[src/logic/esdi_pkg.sv]
// Package: constants for the escape sequence display interpreter
package esdi_pkg;
  // Character codes
  localparam logic [7:0] ESC_CODE      = 8'h1b;
  localparam logic [7:0] K_HI_ON       = 8'h28;
  localparam logic [7:0] K_HI_OFF      = 8'h29;
  localparam logic [7:0] K_UL_ON       = 8'h30;
  localparam logic [7:0] K_UL_OFF      = 8'h31;
  localparam logic [7:0] K_RV_ON       = 8'h70;
  localparam logic [7:0] K_RV_OFF      = 8'h71;
  localparam logic [7:0] K_PAGE        = 8'h23;
  localparam logic [7:0] K_AT_CURSOR   = 8'h24;
  localparam logic [7:0] K_CLR_HI      = 8'h2b;
  localparam logic [7:0] K_REMAP       = 8'h34;
  localparam logic [7:0] K_LITERAL     = 8'h38;
  localparam logic [7:0] K_GFX_ON      = 8'h46;
  localparam logic [7:0] K_GFX_OFF     = 8'h47;
  localparam logic [7:0] K_IDENT       = 8'h5a;
  localparam logic [7:0] K_STATUS      = 8'h5d;
  localparam logic [7:0] K_WRAP_ON     = 8'h76;
  localparam logic [7:0] K_WRAP_OFF    = 8'h77;
  localparam logic [7:0] K_RESET       = 8'h7a;
  localparam logic [7:0] K_KBD_ON      = 8'h7b;
  localparam logic [7:0] K_KBD_OFF     = 8'h7d;
  localparam logic [7:0] K_BANNER      = 8'h69;
  localparam logic [7:0] K_CURSOR      = 8'h59;
  localparam logic [7:0] K_SET_MODE    = 8'h78;
  localparam logic [7:0] K_CLR_MODE    = 8'h79;
  localparam logic [7:0] K_KP_ON       = 8'h74;
  localparam logic [7:0] K_KP_OFF      = 8'h75;
  localparam logic [7:0] K_ALT_ON      = 8'h3d;
  localparam logic [7:0] K_ALT_OFF     = 8'h3e;
  localparam logic [7:0] CTRL_LO       = 8'h01;
  localparam logic [7:0] CTRL_HI       = 8'h1f;
  localparam logic [7:0] GFX_LO        = 8'h5e;
  localparam logic [7:0] GFX_HI        = 8'h7f;
  localparam logic [7:0] KEY_MAX       = 8'h7f;
  localparam logic [7:0] BAN_LO        = 8'h30;
  localparam logic [7:0] BAN_HI        = 8'h33;
  localparam logic [7:0] SHIFT_LO      = 8'h01;
  localparam logic [7:0] SHIFT_HI      = 8'h03;
  localparam logic [7:0] COORD_OFF     = 8'h20;
  localparam logic [6:0] LAST_COL      = 7'h4f;
  localparam logic [4:0] LAST_LINE     = 5'h17;
  // Identification reply, arbitrary value
  localparam logic [7:0] ID_BYTE0      = 8'h1b;
  localparam logic [7:0] ID_BYTE1      = 8'h2f;
  localparam logic [7:0] ID_BYTE2      = 8'h41;
  localparam logic [1:0] ID_LEN_M1     = 2'h2;
  // Read-back kinds
  localparam logic [1:0] RB_PAGE       = 2'h0;
  localparam logic [1:0] RB_CURSOR     = 2'h1;
  localparam logic [1:0] RB_STATUS     = 2'h2;
  // Register byte offsets
  localparam logic [7:0] A_CHAR        = 8'h00;
  localparam logic [7:0] A_MODE        = 8'h04;
  localparam logic [7:0] A_CURSOR      = 8'h08;
  localparam logic [7:0] A_REMAP       = 8'h0c;
  localparam logic [7:0] A_BANNER      = 8'h10;
  localparam logic [7:0] A_READ        = 8'h14;
  localparam logic [7:0] A_OUT         = 8'h18;
  // Mode register bit positions
  localparam int M_HI   = 0;
  localparam int M_UL   = 1;
  localparam int M_RV   = 2;
  localparam int M_GFX  = 3;
  localparam int M_WRAP = 4;
  localparam int M_LOCK = 5;
  localparam logic [1:0] RESP_OK    = 2'h0;
  localparam logic [1:0] RESP_SLVERR = 2'h2;
  typedef enum logic [2:0] {S_TEXT, S_ESC, S_LINE, S_COL, S_SHIFT, S_KEY, S_CODE, S_SEL} esdi_state_t;
endpackage : esdi_pkg

[src/logic/esdi_top.sv]
// Escape sequence interpreter with an AXI4-Lite register slave
// How it works
// - ESC 0x28 turns high intensity on for later characters
// - ESC 0x29 turns high intensity off
// - ESC 0x30 starts underline, ESC 0x31 ends it
// - ESC 0x70 starts reverse video, ESC 0x71 ends it
// - ESC 0x23 requests read-back of the whole page
// - ESC 0x24 requests read-back of the cursor character
// - ESC 0x2B pulses a request to clear high intensity characters
// - ESC 0x34 shift key code remaps one key, if fields are in range
// - ESC 0x38 shows next character literally, control codes as glyphs
// - ESC F maps codes 94 to 127 to glyphs 0 to 33; ESC G ends it
// - ESC 0x5A queues a fixed identification reply
// - ESC 0x5D requests read-back of the status line
// - With wrap on, column 80 overflow goes to next line column 1, on line 24 it stays on line 24
// - ESC 0x7A clears modes, clears screen and homes cursor
// - ESC 0x7D locks keyboard until ESC 0x7B
// - ESC 0x69 with selector 0x30 to 0x33 shows a banner part
// - Key click, keypad shift and alternate keypad sequences are ignored
// - One-based cursor bytes carry an offset of 0x1F
// - Zero-based cursor bytes carry an offset of 0x20
//
// The register offsets and register access over AXI4-Lite were decided locally.
`timescale 1ns/1ps
`default_nettype none
module esdi_top (
  input  wire logic        aclk,
  input  wire logic        aresetn,
  input  wire logic [7:0]  s_axi_awaddr,
  input  wire logic        s_axi_awvalid,
  output logic             s_axi_awready,
  input  wire logic [31:0] s_axi_wdata,
  input  wire logic [3:0]  s_axi_wstrb,
  input  wire logic        s_axi_wvalid,
  output logic             s_axi_wready,
  output logic [1:0]       s_axi_bresp,
  output logic             s_axi_bvalid,
  input  wire logic        s_axi_bready,
  input  wire logic [7:0]  s_axi_araddr,
  input  wire logic        s_axi_arvalid,
  output logic             s_axi_arready,
  output logic [31:0]      s_axi_rdata,
  output logic [1:0]       s_axi_rresp,
  output logic             s_axi_rvalid,
  input  wire logic        s_axi_rready
);
  // ----------------------------------------------------------------
  // State
  // ----------------------------------------------------------------
  esdi_pkg::esdi_state_t st_q;
  logic [5:0]  mode_q;
  logic        lit_q;
  logic [4:0]  line_q;
  logic [6:0]  col_q;
  logic [7:0]  lbyte_q;
  logic [1:0]  shift_q;
  logic [6:0]  key_q;
  logic [23:0] remap_q;
  logic        remap_ev_q;
  logic [2:0]  banner_q;
  logic [3:0]  rb_q;
  logic        clr_scr_q;
  logic        clr_hi_q;
  logic [7:0]  out_q;
  logic [4:0]  out_attr_q;
  logic        out_v_q;
  logic        bell_q;
  logic [1:0]  id_cnt_q;
  logic        id_v_q;
  logic        aw_q;
  logic        w_q;
  logic [7:0]  awa_q;
  logic [31:0] wd_q;
  logic        ws0_q;

  // ----------------------------------------------------------------
  // Write path
  // ----------------------------------------------------------------
  // Address and data taken in either order; response after both
  wire aw_hs = s_axi_awvalid && s_axi_awready;
  wire w_hs  = s_axi_wvalid && s_axi_wready;
  wire [7:0]  wa   = aw_hs ? s_axi_awaddr : awa_q;
  wire [31:0] wdat = w_hs ? s_axi_wdata : wd_q;
  // Byte strobe kept with the data, the master may drop it once taken
  wire wst0   = w_hs ? s_axi_wstrb[0] : ws0_q;
  wire wr_go  = (aw_q || aw_hs) && (w_q || w_hs) && !s_axi_bvalid;
  wire wr_ok  = wa == esdi_pkg::A_CHAR || wa == esdi_pkg::A_READ;
  wire ch_go  = wr_go && wa == esdi_pkg::A_CHAR && wst0;
  wire rd_pop = wr_go && wa == esdi_pkg::A_READ && wst0;
  // Ready flags registered: free next cycle unless an item or an answer is held
  wire b_held   = s_axi_bvalid && !s_axi_bready;
  wire aw_rdy_d = !wr_go && !(aw_q || aw_hs) && !b_held;
  wire w_rdy_d  = !wr_go && !(w_q || w_hs) && !b_held;
  wire [7:0] ch = wdat[7:0];

  always_ff @(posedge aclk) begin
    if (!aresetn) begin
      aw_q <= 1'b0;
      w_q <= 1'b0;
      awa_q <= 8'h00;
      wd_q <= 32'h0000_0000;
      ws0_q <= 1'b0;
      s_axi_awready <= 1'b1;
      s_axi_wready <= 1'b1;
      s_axi_bvalid <= 1'b0;
      s_axi_bresp <= esdi_pkg::RESP_OK;
    end else begin
      s_axi_awready <= aw_rdy_d;
      s_axi_wready <= w_rdy_d;
      if (aw_hs) awa_q <= s_axi_awaddr;
      if (w_hs) wd_q <= s_axi_wdata;
      if (w_hs) ws0_q <= s_axi_wstrb[0];
      aw_q <= wr_go ? 1'b0 : (aw_q || aw_hs);
      w_q <= wr_go ? 1'b0 : (w_q || w_hs);
      if (wr_go) begin
        s_axi_bvalid <= 1'b1;
        s_axi_bresp <= wr_ok ? esdi_pkg::RESP_OK : esdi_pkg::RESP_SLVERR;
      end else if (s_axi_bready) begin
        s_axi_bvalid <= 1'b0;
      end
    end
  end

  // ----------------------------------------------------------------
  // Decoding of the byte stream
  // ----------------------------------------------------------------
  function automatic logic in_rng(input logic [7:0] v, input logic [7:0] lo, input logic [7:0] hi);
    in_rng = v >= lo && v <= hi;
  endfunction : in_rng

  wire is_ctrl   = in_rng(ch, esdi_pkg::CTRL_LO, esdi_pkg::CTRL_HI);
  wire is_gfx    = mode_q[esdi_pkg::M_GFX] && in_rng(ch, esdi_pkg::GFX_LO, esdi_pkg::GFX_HI);
  wire txt_esc   = st_q == esdi_pkg::S_TEXT && !lit_q && ch == esdi_pkg::ESC_CODE;
  // Literal shows control codes as glyphs; graphics remaps 94..127
  wire txt_print = st_q == esdi_pkg::S_TEXT && (lit_q || !is_ctrl);
  wire [7:0] glyph = is_gfx ? (ch - esdi_pkg::GFX_LO) : ch;
  wire at_end    = col_q == esdi_pkg::LAST_COL;
  wire esc_st    = st_q == esdi_pkg::S_ESC;
  wire line_ok   = lbyte_q >= esdi_pkg::COORD_OFF
                   && (lbyte_q - esdi_pkg::COORD_OFF) <= {3'h0, esdi_pkg::LAST_LINE};
  wire col_ok    = ch >= esdi_pkg::COORD_OFF && (ch - esdi_pkg::COORD_OFF) <= {1'b0, esdi_pkg::LAST_COL};
  wire [7:0] lrel = lbyte_q - esdi_pkg::COORD_OFF;
  wire [7:0] crel = ch - esdi_pkg::COORD_OFF;

  // Parser state machine
  always_ff @(posedge aclk) begin
    if (!aresetn) begin
      st_q <= esdi_pkg::S_TEXT;
      lit_q <= 1'b0;
      mode_q <= 6'h00;
      line_q <= 5'h00;
      col_q <= 7'h00;
      lbyte_q <= 8'h00;
      shift_q <= 2'h0;
      key_q <= 7'h00;
      remap_q <= 24'h000000;
      remap_ev_q <= 1'b0;
      banner_q <= 3'h0;
      rb_q <= 4'h0;
      clr_scr_q <= 1'b0;
      clr_hi_q <= 1'b0;
      out_q <= 8'h00;
      out_attr_q <= 5'h00;
      out_v_q <= 1'b0;
      bell_q <= 1'b0;
      id_v_q <= 1'b0;
      id_cnt_q <= 2'h0;
    end else begin
      out_v_q <= 1'b0;
      bell_q <= 1'b0;
      clr_hi_q <= 1'b0;
      clr_scr_q <= 1'b0;
      remap_ev_q <= 1'b0;
      rb_q[3] <= 1'b0;
      banner_q[2] <= 1'b0;
      // Identification reply pops one byte per read-back pop
      if (rd_pop && id_v_q) begin
        if (id_cnt_q == esdi_pkg::ID_LEN_M1) id_v_q <= 1'b0;
        id_cnt_q <= id_cnt_q + 2'h1;
      end
      if (ch_go) begin
        case (st_q)
          esdi_pkg::S_TEXT: begin
            if (txt_esc) begin
              st_q <= esdi_pkg::S_ESC;
            end else if (txt_print) begin
              out_q <= glyph;
              out_attr_q <= {mode_q[esdi_pkg::M_GFX] && is_gfx, lit_q, mode_q[2:0]};
              out_v_q <= 1'b1;
              lit_q <= 1'b0;
              if (!at_end) begin
                col_q <= col_q + 7'h01;
              end else if (mode_q[esdi_pkg::M_WRAP]) begin
                col_q <= 7'h00;
                line_q <= (line_q == esdi_pkg::LAST_LINE) ? line_q : line_q + 5'h01;
              end
            end else begin
              bell_q <= ch == 8'h07;
            end
          end
          esdi_pkg::S_ESC: begin
            st_q <= esdi_pkg::S_TEXT;
            case (ch)
              esdi_pkg::K_HI_ON:     mode_q[esdi_pkg::M_HI] <= 1'b1;
              esdi_pkg::K_HI_OFF:    mode_q[esdi_pkg::M_HI] <= 1'b0;
              esdi_pkg::K_UL_ON:     mode_q[esdi_pkg::M_UL] <= 1'b1;
              esdi_pkg::K_UL_OFF:    mode_q[esdi_pkg::M_UL] <= 1'b0;
              esdi_pkg::K_RV_ON:     mode_q[esdi_pkg::M_RV] <= 1'b1;
              esdi_pkg::K_RV_OFF:    mode_q[esdi_pkg::M_RV] <= 1'b0;
              esdi_pkg::K_GFX_ON:    mode_q[esdi_pkg::M_GFX] <= 1'b1;
              esdi_pkg::K_GFX_OFF:   mode_q[esdi_pkg::M_GFX] <= 1'b0;
              esdi_pkg::K_WRAP_ON:   mode_q[esdi_pkg::M_WRAP] <= 1'b1;
              esdi_pkg::K_WRAP_OFF:  mode_q[esdi_pkg::M_WRAP] <= 1'b0;
              esdi_pkg::K_KBD_OFF:   mode_q[esdi_pkg::M_LOCK] <= 1'b1;
              esdi_pkg::K_KBD_ON:    mode_q[esdi_pkg::M_LOCK] <= 1'b0;
              esdi_pkg::K_PAGE:      rb_q <= {1'b1, 1'b0, esdi_pkg::RB_PAGE};
              esdi_pkg::K_AT_CURSOR: rb_q <= {1'b1, 1'b0, esdi_pkg::RB_CURSOR};
              esdi_pkg::K_STATUS:    rb_q <= {1'b1, 1'b0, esdi_pkg::RB_STATUS};
              esdi_pkg::K_CLR_HI:    clr_hi_q <= 1'b1;
              esdi_pkg::K_LITERAL:   lit_q <= 1'b1;
              esdi_pkg::K_IDENT: begin
                id_v_q <= 1'b1;
                id_cnt_q <= 2'h0;
              end
              esdi_pkg::K_RESET: begin
                mode_q <= 6'h00;
                lit_q <= 1'b0;
                line_q <= 5'h00;
                col_q <= 7'h00;
                clr_scr_q <= 1'b1;
              end
              esdi_pkg::K_CURSOR: st_q <= esdi_pkg::S_LINE;
              esdi_pkg::K_REMAP:  st_q <= esdi_pkg::S_SHIFT;
              esdi_pkg::K_BANNER: st_q <= esdi_pkg::S_SEL;
              // Parameter byte consumed and ignored
              esdi_pkg::K_SET_MODE, esdi_pkg::K_CLR_MODE: st_q <= esdi_pkg::S_SEL;
              default: st_q <= esdi_pkg::S_TEXT;
            endcase
            if (ch == esdi_pkg::K_SET_MODE || ch == esdi_pkg::K_CLR_MODE) banner_q[1:0] <= 2'h3;
            else if (ch == esdi_pkg::K_BANNER) banner_q[1:0] <= 2'h0;
          end
          esdi_pkg::S_LINE: begin
            lbyte_q <= ch;
            st_q <= esdi_pkg::S_COL;
          end
          esdi_pkg::S_COL: begin
            // Zero-based view; out of range coordinates are dropped
            if (line_ok && col_ok) begin
              line_q <= lrel[4:0];
              col_q <= crel[6:0];
            end
            st_q <= esdi_pkg::S_TEXT;
          end
          esdi_pkg::S_SHIFT: begin
            shift_q <= ch[1:0];
            key_q <= 7'h7f;
            st_q <= in_rng(ch, esdi_pkg::SHIFT_LO, esdi_pkg::SHIFT_HI) ? esdi_pkg::S_KEY : esdi_pkg::S_TEXT;
          end
          esdi_pkg::S_KEY: begin
            key_q <= ch[6:0];
            st_q <= ch <= esdi_pkg::KEY_MAX ? esdi_pkg::S_CODE : esdi_pkg::S_TEXT;
          end
          esdi_pkg::S_CODE: begin
            remap_q <= {6'h00, shift_q, 1'b0, key_q, ch};
            remap_ev_q <= 1'b1;
            st_q <= esdi_pkg::S_TEXT;
          end
          esdi_pkg::S_SEL: begin
            if (banner_q[1:0] == 2'h0 && in_rng(ch, esdi_pkg::BAN_LO, esdi_pkg::BAN_HI))
              banner_q <= {1'b1, ch[1:0]};
            st_q <= esdi_pkg::S_TEXT;
          end
          default: st_q <= esdi_pkg::S_TEXT;
        endcase
      end
    end
  end

  // ----------------------------------------------------------------
  // Read path
  // ----------------------------------------------------------------
  wire [7:0] id_byte = id_cnt_q == 2'h0 ? esdi_pkg::ID_BYTE0 :
                       id_cnt_q == 2'h1 ? esdi_pkg::ID_BYTE1 : esdi_pkg::ID_BYTE2;
  wire [31:0] rsel =
    s_axi_araddr == esdi_pkg::A_MODE   ? {25'h0, lit_q, mode_q} :
    s_axi_araddr == esdi_pkg::A_CURSOR ? {4'h0, st_q, 1'b0, 3'h0, line_q, 9'h0, col_q} :
    s_axi_araddr == esdi_pkg::A_REMAP  ? {7'h0, remap_ev_q, remap_q} :
    s_axi_araddr == esdi_pkg::A_BANNER ? {29'h0, banner_q} :
    s_axi_araddr == esdi_pkg::A_READ   ? {15'h0, id_v_q, rb_q, clr_hi_q, clr_scr_q, 2'h0, id_byte} :
    s_axi_araddr == esdi_pkg::A_OUT    ? {17'h0, bell_q, out_v_q, out_attr_q, out_q} : 32'h0;
  wire rd_ok = s_axi_araddr == esdi_pkg::A_MODE || s_axi_araddr == esdi_pkg::A_CURSOR
            || s_axi_araddr == esdi_pkg::A_REMAP || s_axi_araddr == esdi_pkg::A_BANNER
            || s_axi_araddr == esdi_pkg::A_READ || s_axi_araddr == esdi_pkg::A_OUT
            || s_axi_araddr == esdi_pkg::A_CHAR;
  wire ar_hs = s_axi_arvalid && s_axi_arready;

  // Read response one cycle after the address
  always_ff @(posedge aclk) begin
    if (!aresetn) begin
      s_axi_arready <= 1'b0;
      s_axi_rvalid <= 1'b0;
      s_axi_rdata <= 32'h0;
      s_axi_rresp <= esdi_pkg::RESP_OK;
    end else begin
      s_axi_arready <= !s_axi_rvalid && !ar_hs && !s_axi_arready;
      if (ar_hs) begin
        s_axi_rvalid <= 1'b1;
        s_axi_rdata <= rsel;
        s_axi_rresp <= rd_ok ? esdi_pkg::RESP_OK : esdi_pkg::RESP_SLVERR;
      end else if (s_axi_rready) begin
        s_axi_rvalid <= 1'b0;
      end
    end
  end
endmodule : esdi_top
`default_nettype wire
[config.mk]
export PLATFORM = sky130hd
export DESIGN_NAME = esdi_top
export DESIGN_NICKNAME = d
export VERILOG_FILES = /design/src/logic/esdi_pkg.sv /design/src/logic/esdi_top.sv
export SDC_FILE = /design/constraint.sdc
export NUM_CORES = 1
export LEC_CHECK = 0
export BUFFER_PORTS_ARGS = -buffer_cell sky130_fd_sc_hd__buf_4
export CORE_AREA = 4 4 143 145
export CTS_BUF_LIST = sky130_fd_sc_hd__clkbuf_4 sky130_fd_sc_hd__clkbuf_8
export CTS_CLUSTER_DIAMETER = 40
export CTS_CLUSTER_SIZE = 24
export DETAILED_ROUTE_END_ITERATION = 6
export DIE_AREA = 0 0 147 149
export GPL_ROUTABILITY_DRIVEN = 1
export GPL_TIMING_DRIVEN = 1
export PLACE_DENSITY_LB_ADDON = 0.05
export SYNTH_ARGS = -nofsm -noshare
export SYNTH_HDL_FRONTEND = slang
export SYNTH_SLANG_ARGS = --single-unit
export TNS_END_PERCENT = 50
[constraint.sdc]
create_clock -name aclk -period 2.4 [get_ports aclk]
set_input_delay 0.24 -clock aclk [delete_from_list [all_inputs] [get_ports aclk]]
set_output_delay 0.24 -clock aclk [all_outputs]
set_load 0.05 [all_outputs]
==> results of run 1 <==
-- cells by family after synthesis --
kind of cell	Yosys count
adders and majority gates	7
other	1
xor gates and xnor gates	10
muxes	34
buffers and inverters	77
DFF	134
and+or+nand+nor	334
AOI/OAI and AO/OA	217
-- cells in the mapped netlist (all sizes together) (2+ instances only) --
| cell | n | area, um^2 |
|---|---|---|
| a2111o | 2 | 22.52 |
| a2111oi | 2 | 36.29 |
| a211oi | 22 | 175.2 |
| a21o | 2 | 15.01 |
| a21oi | 75 | 375.4 |
| a221oi | 3 | 26.28 |
| a222oi | 7 | 70.07 |
| a22oi | 17 | 127.6 |
| a311oi | 11 | 121.4 |
| a31oi | 12 | 75.07 |
| a32oi | 3 | 26.28 |
| and2 | 13 | 82.59 |
| and3 | 13 | 81.33 |
| and4 | 3 | 26.28 |
| and4b | 3 | 30.03 |
| buf | 21 | 160.2 |
| clkbuf | 43 | 161.4 |
| dfxtp | 134 | 2683 |
| ha | 7 | 87.58 |
| inv | 13 | 48.80 |
| mux2 | 3 | 33.78 |
| mux2i | 31 | 314.1 |
| nand2 | 87 | 326.6 |
| nand2b | 10 | 62.56 |
| nand3 | 22 | 120.1 |
| nand3b | 4 | 30.03 |
| nor2 | 125 | 479.2 |
| nor2b | 8 | 50.05 |
| nor3 | 20 | 105.1 |
| nor3b | 3 | 22.52 |
| nor4 | 5 | 46.29 |
| nor4bb | 3 | 30.03 |
| o211a | 2 | 20.02 |
| o211ai | 6 | 45.04 |
| o21ai | 29 | 145.1 |
| o22ai | 4 | 25.02 |
| o311ai | 2 | 17.52 |
| o31ai | 6 | 45.04 |
| o32ai | 2 | 17.52 |
| or2 | 4 | 25.02 |
| or3 | 7 | 43.79 |
| xnor2 | 6 | 52.55 |
| xor2 | 4 | 35.03 |
-- through the flow --
| stage | power, mW | instance area, um^2 | worst slack [ns] | utilization, % |
|---|---|---|---|---|
| 4_1_cts | 5.092 | 8438 | 0.003048 | 43.93 |
| 3_5_place_dp | 3.126 | 7973 | -0.1279 | 41.51 |
| 6_report | 5.109 | 8665 | 0.04901 | 45.11 |
| 3_3_place_gp | 3.119 | 7973 | -0.07006 | 41.51 |
| 2_1_floorplan | 2.790 | 6715 | -0.08301 | - |
| 5_1_grt | 5.337 | 8665 | -0.05180 | 45.11 |
-- layout by cell type, fill, tap and decap left out, types with 4 or more instances in the layout --
cell type | synthesis | layout
and3_1 | 13 | 13
nand2b_1 | 10 | 10
buf_4 | 11 | 162
o31ai_1 | 6 | 6
o211ai_1 | 6 | 6
a311oi_2 | 4 | 4
mux2i_2 | 1 | 5
nand3b_1 | 4 | 4
xnor2_1 | 6 | 6
dfxtp_1 | 134 | 132
o21ai_0 | 29 | 29
nor2_2 | 4 | 4
a211oi_1 | 20 | 18
mux2i_1 | 30 | 25
clkinv_2 | 0 | 4
inv_1 | 13 | 10
nor2b_1 | 8 | 8
ha_1 | 7 | 6
or3_1 | 7 | 7
nand3_1 | 20 | 19
a22oi_1 | 17 | 17
nor3_1 | 19 | 17
a31oi_1 | 12 | 8
a21oi_1 | 75 | 73
nor2_1 | 121 | 120
and2_1 | 11 | 7
nand2_1 | 87 | 85
clkbuf_8 | 0 | 20
conb_1 | 1 | 9
a222oi_1 | 7 | 7
xor2_1 | 4 | 4
or2_2 | 4 | 4
a311oi_1 | 7 | 7
-- layout make-up --
cell class | count | area, um^2
fillers | 1897 | 10540
multi-input cells | 611 | 3862
flip-flops and latches | 134 | 2688
repair buffers | 169 | 1329
well taps | 265 | 331.6
clock buffers | 21 | 282.8
clock inverters | 11 | 122.6
inverters | 13 | 48.80
-- worst max-delay path: stages, from the launching register on --
cell,delay [ns]
dfxtp_4,0.38
nand2_4,0.12
mux2i_2,0.25
inv_2,0.08
ha_4,0.28
and4_1,0.18
a31oi_2,0.06
a31oi_4,0.21
nand3_2,0.13
buf_4,0.18
nor2_4,0.18
mux2i_1,0.22
-- registers in the layout, summed over array words and instances (netlist names), 2 cells and up --
signal	count
rb_q	3
shift_q	2
remap_q	17
line_q	5
lbyte_q	8
s_axi_rdata	25
col_q	7
key_q	7
id_cnt_q	2
mode_q	6
wd_q	8
out_attr_q	5
banner_q	3
st_q	3
out_q	8
awa_q	8
-- metal layers --
metal | up-vias | wire length [um]
met2 | 184 | 10560
met4 | 0 | 394
met5 | - | 0
met3 | 26 | 999
li1 | 3175 | -
met1 | 3191 | 10880
-- worst min-delay path by stage --
| stage | slack, ns | to | depth (start not counted) | from |
|---|---|---|---|---|
| floorplan | 0.38 | awa_q[0] | 2 | s_axi_awaddr[0] |
| global placement | 0.41 | s_axi_rdata[13] | 2 | out_v_q |
| detailed placement | 0.42 | s_axi_rdata[13] | 2 | out_v_q |
| CTS | 0.03 | s_axi_rvalid | 3 | s_axi_rready |
| global route | 0.03 | awa_q[7] | 3 | s_axi_awaddr[7] |
| finish | 0.04 | awa_q[7] | 3 | s_axi_awaddr[7] |
-- repair_timing --
action,in CTS,in global routing
pin swaps,4,9
setup buffers,1,5
resized for setup,11,33
setup endpoints to repair,30,63
cloned,0,1
-- power by group through the flow --
stage                     combinational (mW)  sequential (mW)  clock [mW]
final                                  0.849             2.31        1.95
after global routing                   0.911             2.31        2.11
after CTS                              0.785             2.31        2.00
after detailed placement               0.770             2.36           0
after global placement                 0.765             2.35           0
after floorplan                        0.378             2.41           0
==> qor.yml, run 1 <==
finalSetupViolations: 0
cts.clk_slew.worst_paths_ns: 0.09
maxSlewHeadroom_pct: 60.70
status: "finished clean"
cts.path.max_buffers: 2
initial_core_util_pct: 34.64
crit_start: "s_axi_wready"
met3_usage_pct: 3.464
dpl.hpwl_mm: 16.49
period_needed_ns: 2.351
first_pass_iters: 5
ys.flop_type: "dfxtp_1"
antenna_found_initial: 0
synth-xor-area-share_pct: 1.316
yosysSeqAreaShare_pct: 40.32
fp-row-count: 51
ys.warnings.count: 0
antenna_cells: 0
ir_drop_v: 0.0003377
worstSetupStartpointType: "register"
stdcell_count: 1224
r2r_slack_ns: 0.05
finalSetupTns_ns: 0
num_vias: 6576
max_freq_ghz: 0.4254
synth_cells: 814
ant_nets: 0
async_flop_share_pct: 0
cellLeakagePower_nw: 3.338
root_buffer: "clkbuf_8"
reg2reg_from: "s_axi_wready"
clkPwrFrac_pct: 38.2
pwr-share-comb_pct: 16.6
synth_seq_cells: 134
end_kind: "register"
grt_pass1_vias: 6433
grt_pass1_wl_mm: 35.67
core_area_mm2: 0.01921
clkLatencyLatePin_ns: 0.46
pwr-share-seq_pct: 45.2
p_sw_share_pct: 29.23
synth-compound-area-share_pct: 22.21
rsz0062_at_grt: "yes"
reg2regPathDepth: 11
synth_top_family_by_area: "simple AND/OR/NAND/NOR gates"
grt_usage_pct: 20.59
crit_arrival_ns: 2.73
final_nets: 1012
intPower_mw: 3.616
hold_slack_ns: 0.04123
min_path_type: "primary input to register"
dpl.cell_count: 1185
p_switching_mw: 1.493
fin_crit_sh_pct: 97.96
crit_path_end: "line_q[0]"
synth_mux_area_share_pct: 5.228
synthSimpleGateAreaFrac_pct: 23.99
htree_levels: 4
timing.final.max_slew_violations: 0
fp.dieH_um: 149
syn-cell-area_mm2: 0.006654
critical_path_class: "register to register"
cp_max_fo: 6
use_met2_pct: 33.07
cts_tree: "built"
drt_wl_total_mm: 22.83
ctsHoldBuffers: 0
gp_congestion: 0.8774
use_met1_pct: 28.69
power.density_mw_per_mm2: 589.7
numCtsBuffers: 17
maxCapViolations: 0
io_pins: 100
drive_gt1_share_pct: 27.63
worst_slew_pin_slew_ns: 0.5881
drc: 0
grt_max_degree: 72
yosysUniqueCellTypes: 72
viasPerCell: 5.373
grt-busiest-layer: "met2"
syn2layout_area_growth_pct: 30.22
overflow: 0
finalHoldViolations: 0
fp.dieW_um: 147
critPathRequiredTime_ns: 2.78
r2r-end: "line_q[0]"
drt-initial-drc-count: 470
dieArea_mm2: 0.02190
synth-edff-count: 0
wl_per_cell_um: 18.66
skew_ns: 0.01854
synth_fa_ha_area_share_pct: 1.316
portBuffers: 63
syn_avg_cell_area_um2: 8.174
cts_sinks: 134
(Power assumes the default switching activity.)
==> run 2: changes to the inputs <==
Settings changed: CELL_PAD_IN_SITES_DETAIL_PLACEMENT set to 1, CELL_PAD_IN_SITES_GLOBAL_PLACEMENT set to 1.
==> run 2 against run 1 <==
Compared with the run above:
- sequential power about the same
- worst hold slack worse by 0.013 ns
- first-iteration DRC count down 26%
- critical path depth down 2
- utilization up 0.46 points
- cell count down 0.49%
- count of clock-buffer cells in the layout down 3
- cell area up 1.0%
- critical path type unchanged
- via count up 0.24%
==> qor.yml, run 2 (synthesis results as in run 1) <==
grt_pass1_wl_mm: 38.30  # was 35.67 mm
fin_crit_sh_pct: 96.41  # was 97.96%
worst_slew_pin_slew_ns: 0.5448  # was 0.5881 ns
fp.dieH_um: 149  # unchanged
cellLeakagePower_nw: 3.355  # was 3.338 nW
drt_wl_total_mm: 24.35  # was 22.83 mm
htree_levels: 4  # unchanged
overflow: 0  # unchanged
place_ws_ns: -0.2005  # was -0.1279 ns
cpMaxStageDelayCell: "a2111o_1"  # was dfxtp_4
area.sequential_mm2: 0.002688  # unchanged
end_kind: "register"  # unchanged
cp_num_cells: 9  # was 11
cp_max_fo: 9  # was 6
r2r_slack_ns: 0.09  # was 0.05 ns
critical_path_class: "register to register"  # unchanged
cts_tree: "built"  # unchanged
path_delay_family: "compound AO/OA/AOI/OAI gates"  # was simple AND/OR/NAND/NOR gates
critPathRequiredTime_ns: 2.75  # was 2.78 ns
fillers: 2293  # was 1897
syn2layout_area_growth_pct: 31.53  # was 30.22%
timing.final.max_slew_violations: 0  # unchanged
grt_max_degree: 47  # was 72
skew_ns: 0.01789  # was 0.01854 ns
ant_nets: 0  # unchanged
maxSlewHeadroom_pct: 63.59  # was 60.70%
r2r-end: "out_q[1]"  # was line_q[0]
crit_path_cell_trace: "buf_6, and3_4, a31oi_4, a2111o_1, a311oi_2, and2_4, buf_12, mux2i_2, nor2_1"  # was nand2_4, mux2i_2, inv_2, ha_4, and4_1, a31oi_2, a31oi_4, nand3_2, buf_4, nor2_4, mux2i_1
drt-initial-drc-count: 347  # was 470
top_register: "s_axi_rdata"  # unchanged
reg2reg_from: "s_axi_wready"  # unchanged
drive_gt1_share_pct: 27.28  # was 27.63%
intPower_mw: 3.683  # was 3.616 mW
antenna_cells: 0  # unchanged
clkPwrFrac_pct: 39.7  # was 38.2%
crit_buf_inv: 2  # unchanged
core_area_mm2: 0.01921  # unchanged
fp.dieW_um: 147  # unchanged
stdcell_count: 1218  # was 1224
pwr-share-comb_pct: 16.6  # about the same
largest_register_ffs: 25  # unchanged
fin_area_mm2: 0.008752  # was 0.008665 mm^2
initial_core_util_pct: 34.64  # unchanged
min_path_type: "primary input to register"  # unchanged
final.setup.worst_slack_ns: 0.08613  # was 0.04901 ns
power.density_mw_per_mm2: 605.9  # was 589.7 mW/mm^2
crit_path_end: "out_q[1]"  # was line_q[0]
multi_input_area_mm2: 0.003920  # was 0.003862 mm^2
io_pins: 100  # unchanged
top_regs: "s_axi_rdata: 25 flops, remap_q: 17 flops"  # unchanged
finalHoldViolations: 0  # unchanged
dpl.hpwl_mm: 18.00  # was 16.49 mm
dieArea_mm2: 0.02190  # unchanged
clkLatencyLatePin_ns: 0.46  # about the same
final_nets: 1006  # was 1012
crit_start: "s_axi_wready"  # unchanged
dpl.cell_count: 1180  # was 1185
gp_congestion: 0.8229  # was 0.8774
critPathMaxStageDelay_ns: 0.45  # was 0.38 ns
rsz0062_at_grt: "yes"  # unchanged
fp-row-count: 51  # unchanged
root_buffer: "clkbuf_8"  # unchanged
finalSetupViolations: 0  # unchanged
wl_per_cell_um: 19.99  # was 18.66 um
final_common_cell: "buf_4"  # unchanged
status: "finished clean"  # unchanged
antenna_found_initial: 0  # unchanged
hold_slack_ns: 0.02782  # was 0.04123 ns
period_needed_ns: 2.314  # was 2.351 ns
layout_common_cells: "buf_4 (151), dfxtp_1 (132), nor2_1 (120)"  # was buf_4 (162), dfxtp_1 (132), nor2_1 (120)
viasPerCell: 5.412  # was 5.373
pwr-share-seq_pct: 43.6  # was 45.2%
ir_drop_v: 0.0003174  # was 0.0003377 V
p_switching_mw: 1.620  # was 1.493 mW
cts_sinks: 134  # unchanged
maxCapViolations: 0  # unchanged
drc: 0  # unchanged
crit_arrival_ns: 2.66  # was 2.73 ns
max_freq_ghz: 0.4322  # was 0.4254 GHz
worstSetupStartpointType: "register"  # unchanged
reg2regPathDepth: 9  # was 11
grt_pass1_vias: 6872  # was 6433
ctsHoldBuffers: 0  # unchanged
portBuffers: 63  # unchanged
first_pass_iters: 7  # was 5
num_vias: 6592  # was 6576
cts.path.max_buffers: 2  # unchanged
place_area_mm2: 0.007986  # was 0.007973 mm^2
cts.clk_slew.worst_paths_ns: 0.09  # about the same
p_sw_share_pct: 30.55  # was 29.23%
grt_usage_pct: 22.05  # was 20.59%
numCtsBuffers: 17  # unchanged
==> run 2: cell count changes in the layout (fill, tap and decap cells not counted), sizes merged <==
| cell | before | now |
|---|---|---|
| buf | 167 | 161 |
| clkbuf | 23 | 19 |
| inv | 15 | 19 |
| clkinv | 6 | 3 |
| and2b | 1 | 2 |
| bufinv | 2 | 3 |
| clkinvlp | 1 | 2 |
==> run 2: how the worst min path moves through the flow <==
stage | end | slack [ns] | cells after the start | start
3_5_place_dp | s_axi_rdata[13] | 0.44 | 2 | out_v_q
6_report | awa_q[7] | 0.03 | 3 | s_axi_awaddr[7]
2_1_floorplan | awa_q[0] | 0.38 | 2 | s_axi_awaddr[0]
5_1_grt | awa_q[7] | 0.02 | 3 | s_axi_awaddr[7]
4_1_cts | awa_q[7] | 0.005 | 3 | s_axi_awaddr[7]
3_3_place_gp | s_axi_rdata[13] | 0.42 | 2 | out_v_q
==> run 2: worst min-delay path, stage by stage <==
cell	delay, ns
buf_4	0.11
nand2_1	0.05
a21oi_1	0.05
==> run 2: layout make-up <==
cell class	count	share of cell area (%)
Timing Repair Buffer	162	15.23
Clock inverter	14	2.159
Tap cell	265	3.788
Inverter	13	0.5718
Clock buffer	18	2.759
Sequential cell	134	30.71
Multi-Input combinational cell	612	44.79
==> run 2: power by group through the flow <==
stage,combinational [mW],sequential (mW),clock (mW)
after CTS,0.827,2.31,2.16
final,0.883,2.31,2.11
after floorplan,0.378,2.41,0
after global placement,0.789,2.35,0
after detailed placement,0.804,2.36,0
after global routing,0.944,2.32,2.25
==> run 2: through the flow <==
step | power, mW | utilization (%) | TNS (ns)
floorplan | 2.790 | - | -0.1169
global placement | 3.141 | 41.58 | -0.3917
detailed placement | 3.160 | 41.58 | -2.065
CTS | 5.289 | 44.24 | -0.006367
global route | 5.511 | 45.57 | -0.02820
finish | 5.303 | 45.57 | 0
==> run 2: repair_timing <==
item / in CTS / in global routing
pin swaps: 3 / 6
cloned: 0 / 2
resized for setup: 16 / 37
setup endpoints to repair: 36 / 53
buffers inserted: 0 / 4
==> run 2: layer usage <==
| layer | up-vias | GRT usage (%) | wire (um) |
|---|---|---|---|
| met2 | 114 | 37.70 | 11940 |
| met4 | 0 | 5.126 | 278 |
| li1 | 3161 | - | - |
| met1 | 3298 | 29.50 | 11330 |
| met5 | - | 0 | 0 |
| met3 | 19 | 3.403 | 797 |
==> run 3: changes to the inputs <==
Settings changed: CORE_AREA 4 4 143 145 to 2 2 141 143, DIE_AREA 0 0 147 149 to 0 0 143 145.
==> run 3 against run 2 <==
Compared with the run above:
- cell area increased by 0.41%
- sequential power about the same
- cell count increased by 0.99%
- die area decreased by 5.3%
- non-clock buffer count up 12
- sequential share of layout area shrank 0.098 points
- fmax shrank 2.1%
==> qor.yml, run 3 (synthesis results as in run 1) <==
cellLeakagePower_nw: 3.370  # was 3.355 nW
drive_gt1_share_pct: 28.91  # was 27.28%
final_common_cell: "buf_4"  # unchanged
drt-initial-drc-count: 490  # was 347
fp.dieW_um: 143  # was 147 um
final_nets: 1018  # was 1006
htree_levels: 4  # unchanged
rsz0062_at_grt: "yes"  # unchanged
overflow: 0  # unchanged
cts.path.max_buffers: 2  # unchanged
grt_usage_pct: 23.60  # was 22.05%
viasPerCell: 5.450  # was 5.412
timing.final.max_slew_violations: 0  # unchanged
first_pass_iters: 5  # was 7
maxSlewHeadroom_pct: 58.91  # was 63.59%
gp_congestion: 0.8801  # was 0.8229
antenna_found_initial: 0  # unchanged
cts.clk_slew.worst_paths_ns: 0.09  # about the same
status: "finished clean"  # unchanged
layout_common_cells: "buf_4 (165), dfxtp_1 (130), nor2_1 (119)"  # was buf_4 (151), dfxtp_1 (132), nor2_1 (120)
path_delay_family: "compound AO/OA/AOI/OAI gates"  # unchanged
clkLatencyLatePin_ns: 0.47  # was 0.46 ns
ant_nets: 0  # unchanged
io_pins: 100  # unchanged
top_register: "s_axi_rdata"  # unchanged
syn2layout_area_growth_pct: 32.08  # was 31.53%
path_common_cell: "a31oi_4"
num_vias: 6704  # was 6592
crit_buf_inv: 2  # unchanged
numCtsBuffers: 17  # unchanged
critical_path_class: "register to register"  # unchanged
critPathRequiredTime_ns: 2.74  # was 2.75 ns
drc: 0  # unchanged
fp-row-count: 51  # unchanged
largest_register_ffs: 25  # unchanged
crit_arrival_ns: 2.70  # was 2.66 ns
hold_slack_ns: 0.03445  # was 0.02782 ns
min_path_type: "primary input to register"  # unchanged
critPathMaxStageDelay_ns: 0.38  # was 0.45 ns
fillers: 2273  # was 2293
cts_sinks: 134  # unchanged
worst_slew_pin_slew_ns: 0.6008  # was 0.5448 ns
core_area_mm2: 0.01921  # unchanged
max_freq_ghz: 0.4231  # was 0.4322 GHz
finalHoldViolations: 0  # unchanged
antenna_cells: 0  # unchanged
top_regs: "s_axi_rdata: 25 flops, remap_q: 17 flops"  # unchanged
ctsHoldBuffers: 0  # unchanged
maxCapViolations: 0  # unchanged
dieArea_mm2: 0.02074  # was 0.02190 mm^2
crit_path_cell_trace: "buf_12, nand2_8, mux2i_4, inv_2, ha_4, and4_4, a31oi_4, a31oi_4, nand3_4, o311ai_4, o41ai_2"  # was buf_6, and3_4, a31oi_4, a2111o_1, a311oi_2, and2_4, buf_12, mux2i_2, nor2_1
grt_max_degree: 47  # unchanged
fin_crit_sh_pct: 98.47  # was 96.41%
grt_pass1_vias: 6876  # was 6872
cts_tree: "built"  # unchanged
initial_core_util_pct: 34.64  # unchanged
wl_per_cell_um: 19.81  # was 19.99 um
period_needed_ns: 2.363  # was 2.314 ns
skew_ns: 0.01377  # was 0.01789 ns
dpl.hpwl_mm: 18.00  # about the same
cp_max_fo: 6  # was 9
dpl.cell_count: 1186  # was 1180
root_buffer: "clkbuf_8"  # unchanged
stdcell_count: 1230  # was 1218
fp.dieH_um: 145  # was 149 um
r2r_slack_ns: 0.04  # was 0.09 ns
drt_wl_total_mm: 24.37  # was 24.35 mm
worstSetupStartpointType: "register"  # unchanged
cpMaxStageDelayCell: "dfxtp_4"  # was a2111o_1
end_kind: "register"  # unchanged
portBuffers: 63  # unchanged
grt_pass1_wl_mm: 38.08  # was 38.30 mm
power.density_mw_per_mm2: 588.3  # was 605.9 mW/mm^2
ir_drop_v: 0.0003370  # was 0.0003174 V
finalSetupViolations: 0  # unchanged
==> run 3: cell type report <==
type,instances,area (um^2),area share [%]
Multi-Input combinational cell,612,3935,44.78
Timing Repair Buffer,174,1384,15.75
Tap cell,265,331.6,3.773
Sequential cell,134,2690,30.61
Clock buffer,18,247.7,2.819
Clock inverter,14,150.1,1.708
Inverter,13,50.05,0.5695
==> run 3: timing repair <==
item                       in CTS  in global routing
setup buffers                   3                  8
setup endpoints to repair      51                 57
gates resized for setup        19                 42
cloned                          0                  1
pin swaps                       4                 11
==> run 3: worst paths after layout <==
check	cells past startpoint	startpoint	end
worst max-delay path	11	s_axi_wready	line_q[2]
worst max register to register	11	s_axi_wready	line_q[2]
worst min register to register	2	out_v_q	s_axi_rdata[13]
worst min-delay path	3	s_axi_awaddr[6]	awa_q[6]
==> run 3: where the power goes <==
| part | total [mW] | internal, mW | switching [mW] | leakage (nW) |
|---|---|---|---|---|
| logic | 0.904 | 0.360 | 0.544 | 2.09 |
| clock network | 1.96 | 0.957 | 1.00 | 0.196 |
| registers | 2.31 | 2.27 | 0.0416 | 1.09 |
| total | 5.17 | 3.58 | 1.59 | 3.37 |
==> run 3: metrics by stage <==
step	cell area [um^2]	TNS [ns]	power (mW)	setup WS (ns)	utilization [%]
after detailed placement	7994	-4.251	3.164	-0.1729	41.62
after global placement	7994	-0.1853	3.144	-0.09049	41.62
final	8788	0	5.171	0.03671	45.76
after global routing	8788	-0.4682	5.384	-0.05931	45.76
after floorplan	6715	-0.1169	2.790	-0.08301	-
after CTS	8524	-0.04284	5.139	-0.03991	44.38
==> run 3: tightest hold or removal path, cell delays in order <==
cell and delay, ns:
buf_4 0.11, nand2_1 0.05, a21oi_1 0.05
==> run 3: layer usage <==
metal | up-vias | global-route usage, % | share of wire [%]
met3 | 36 | 3.663 | 2.9
met5 | - | 0 | 0
met2 | 121 | 38.61 | 48
met4 | 0 | 6.584 | 1.8
met1 | 3355 | 32.11 | 47
li1 | 3192 | - | -
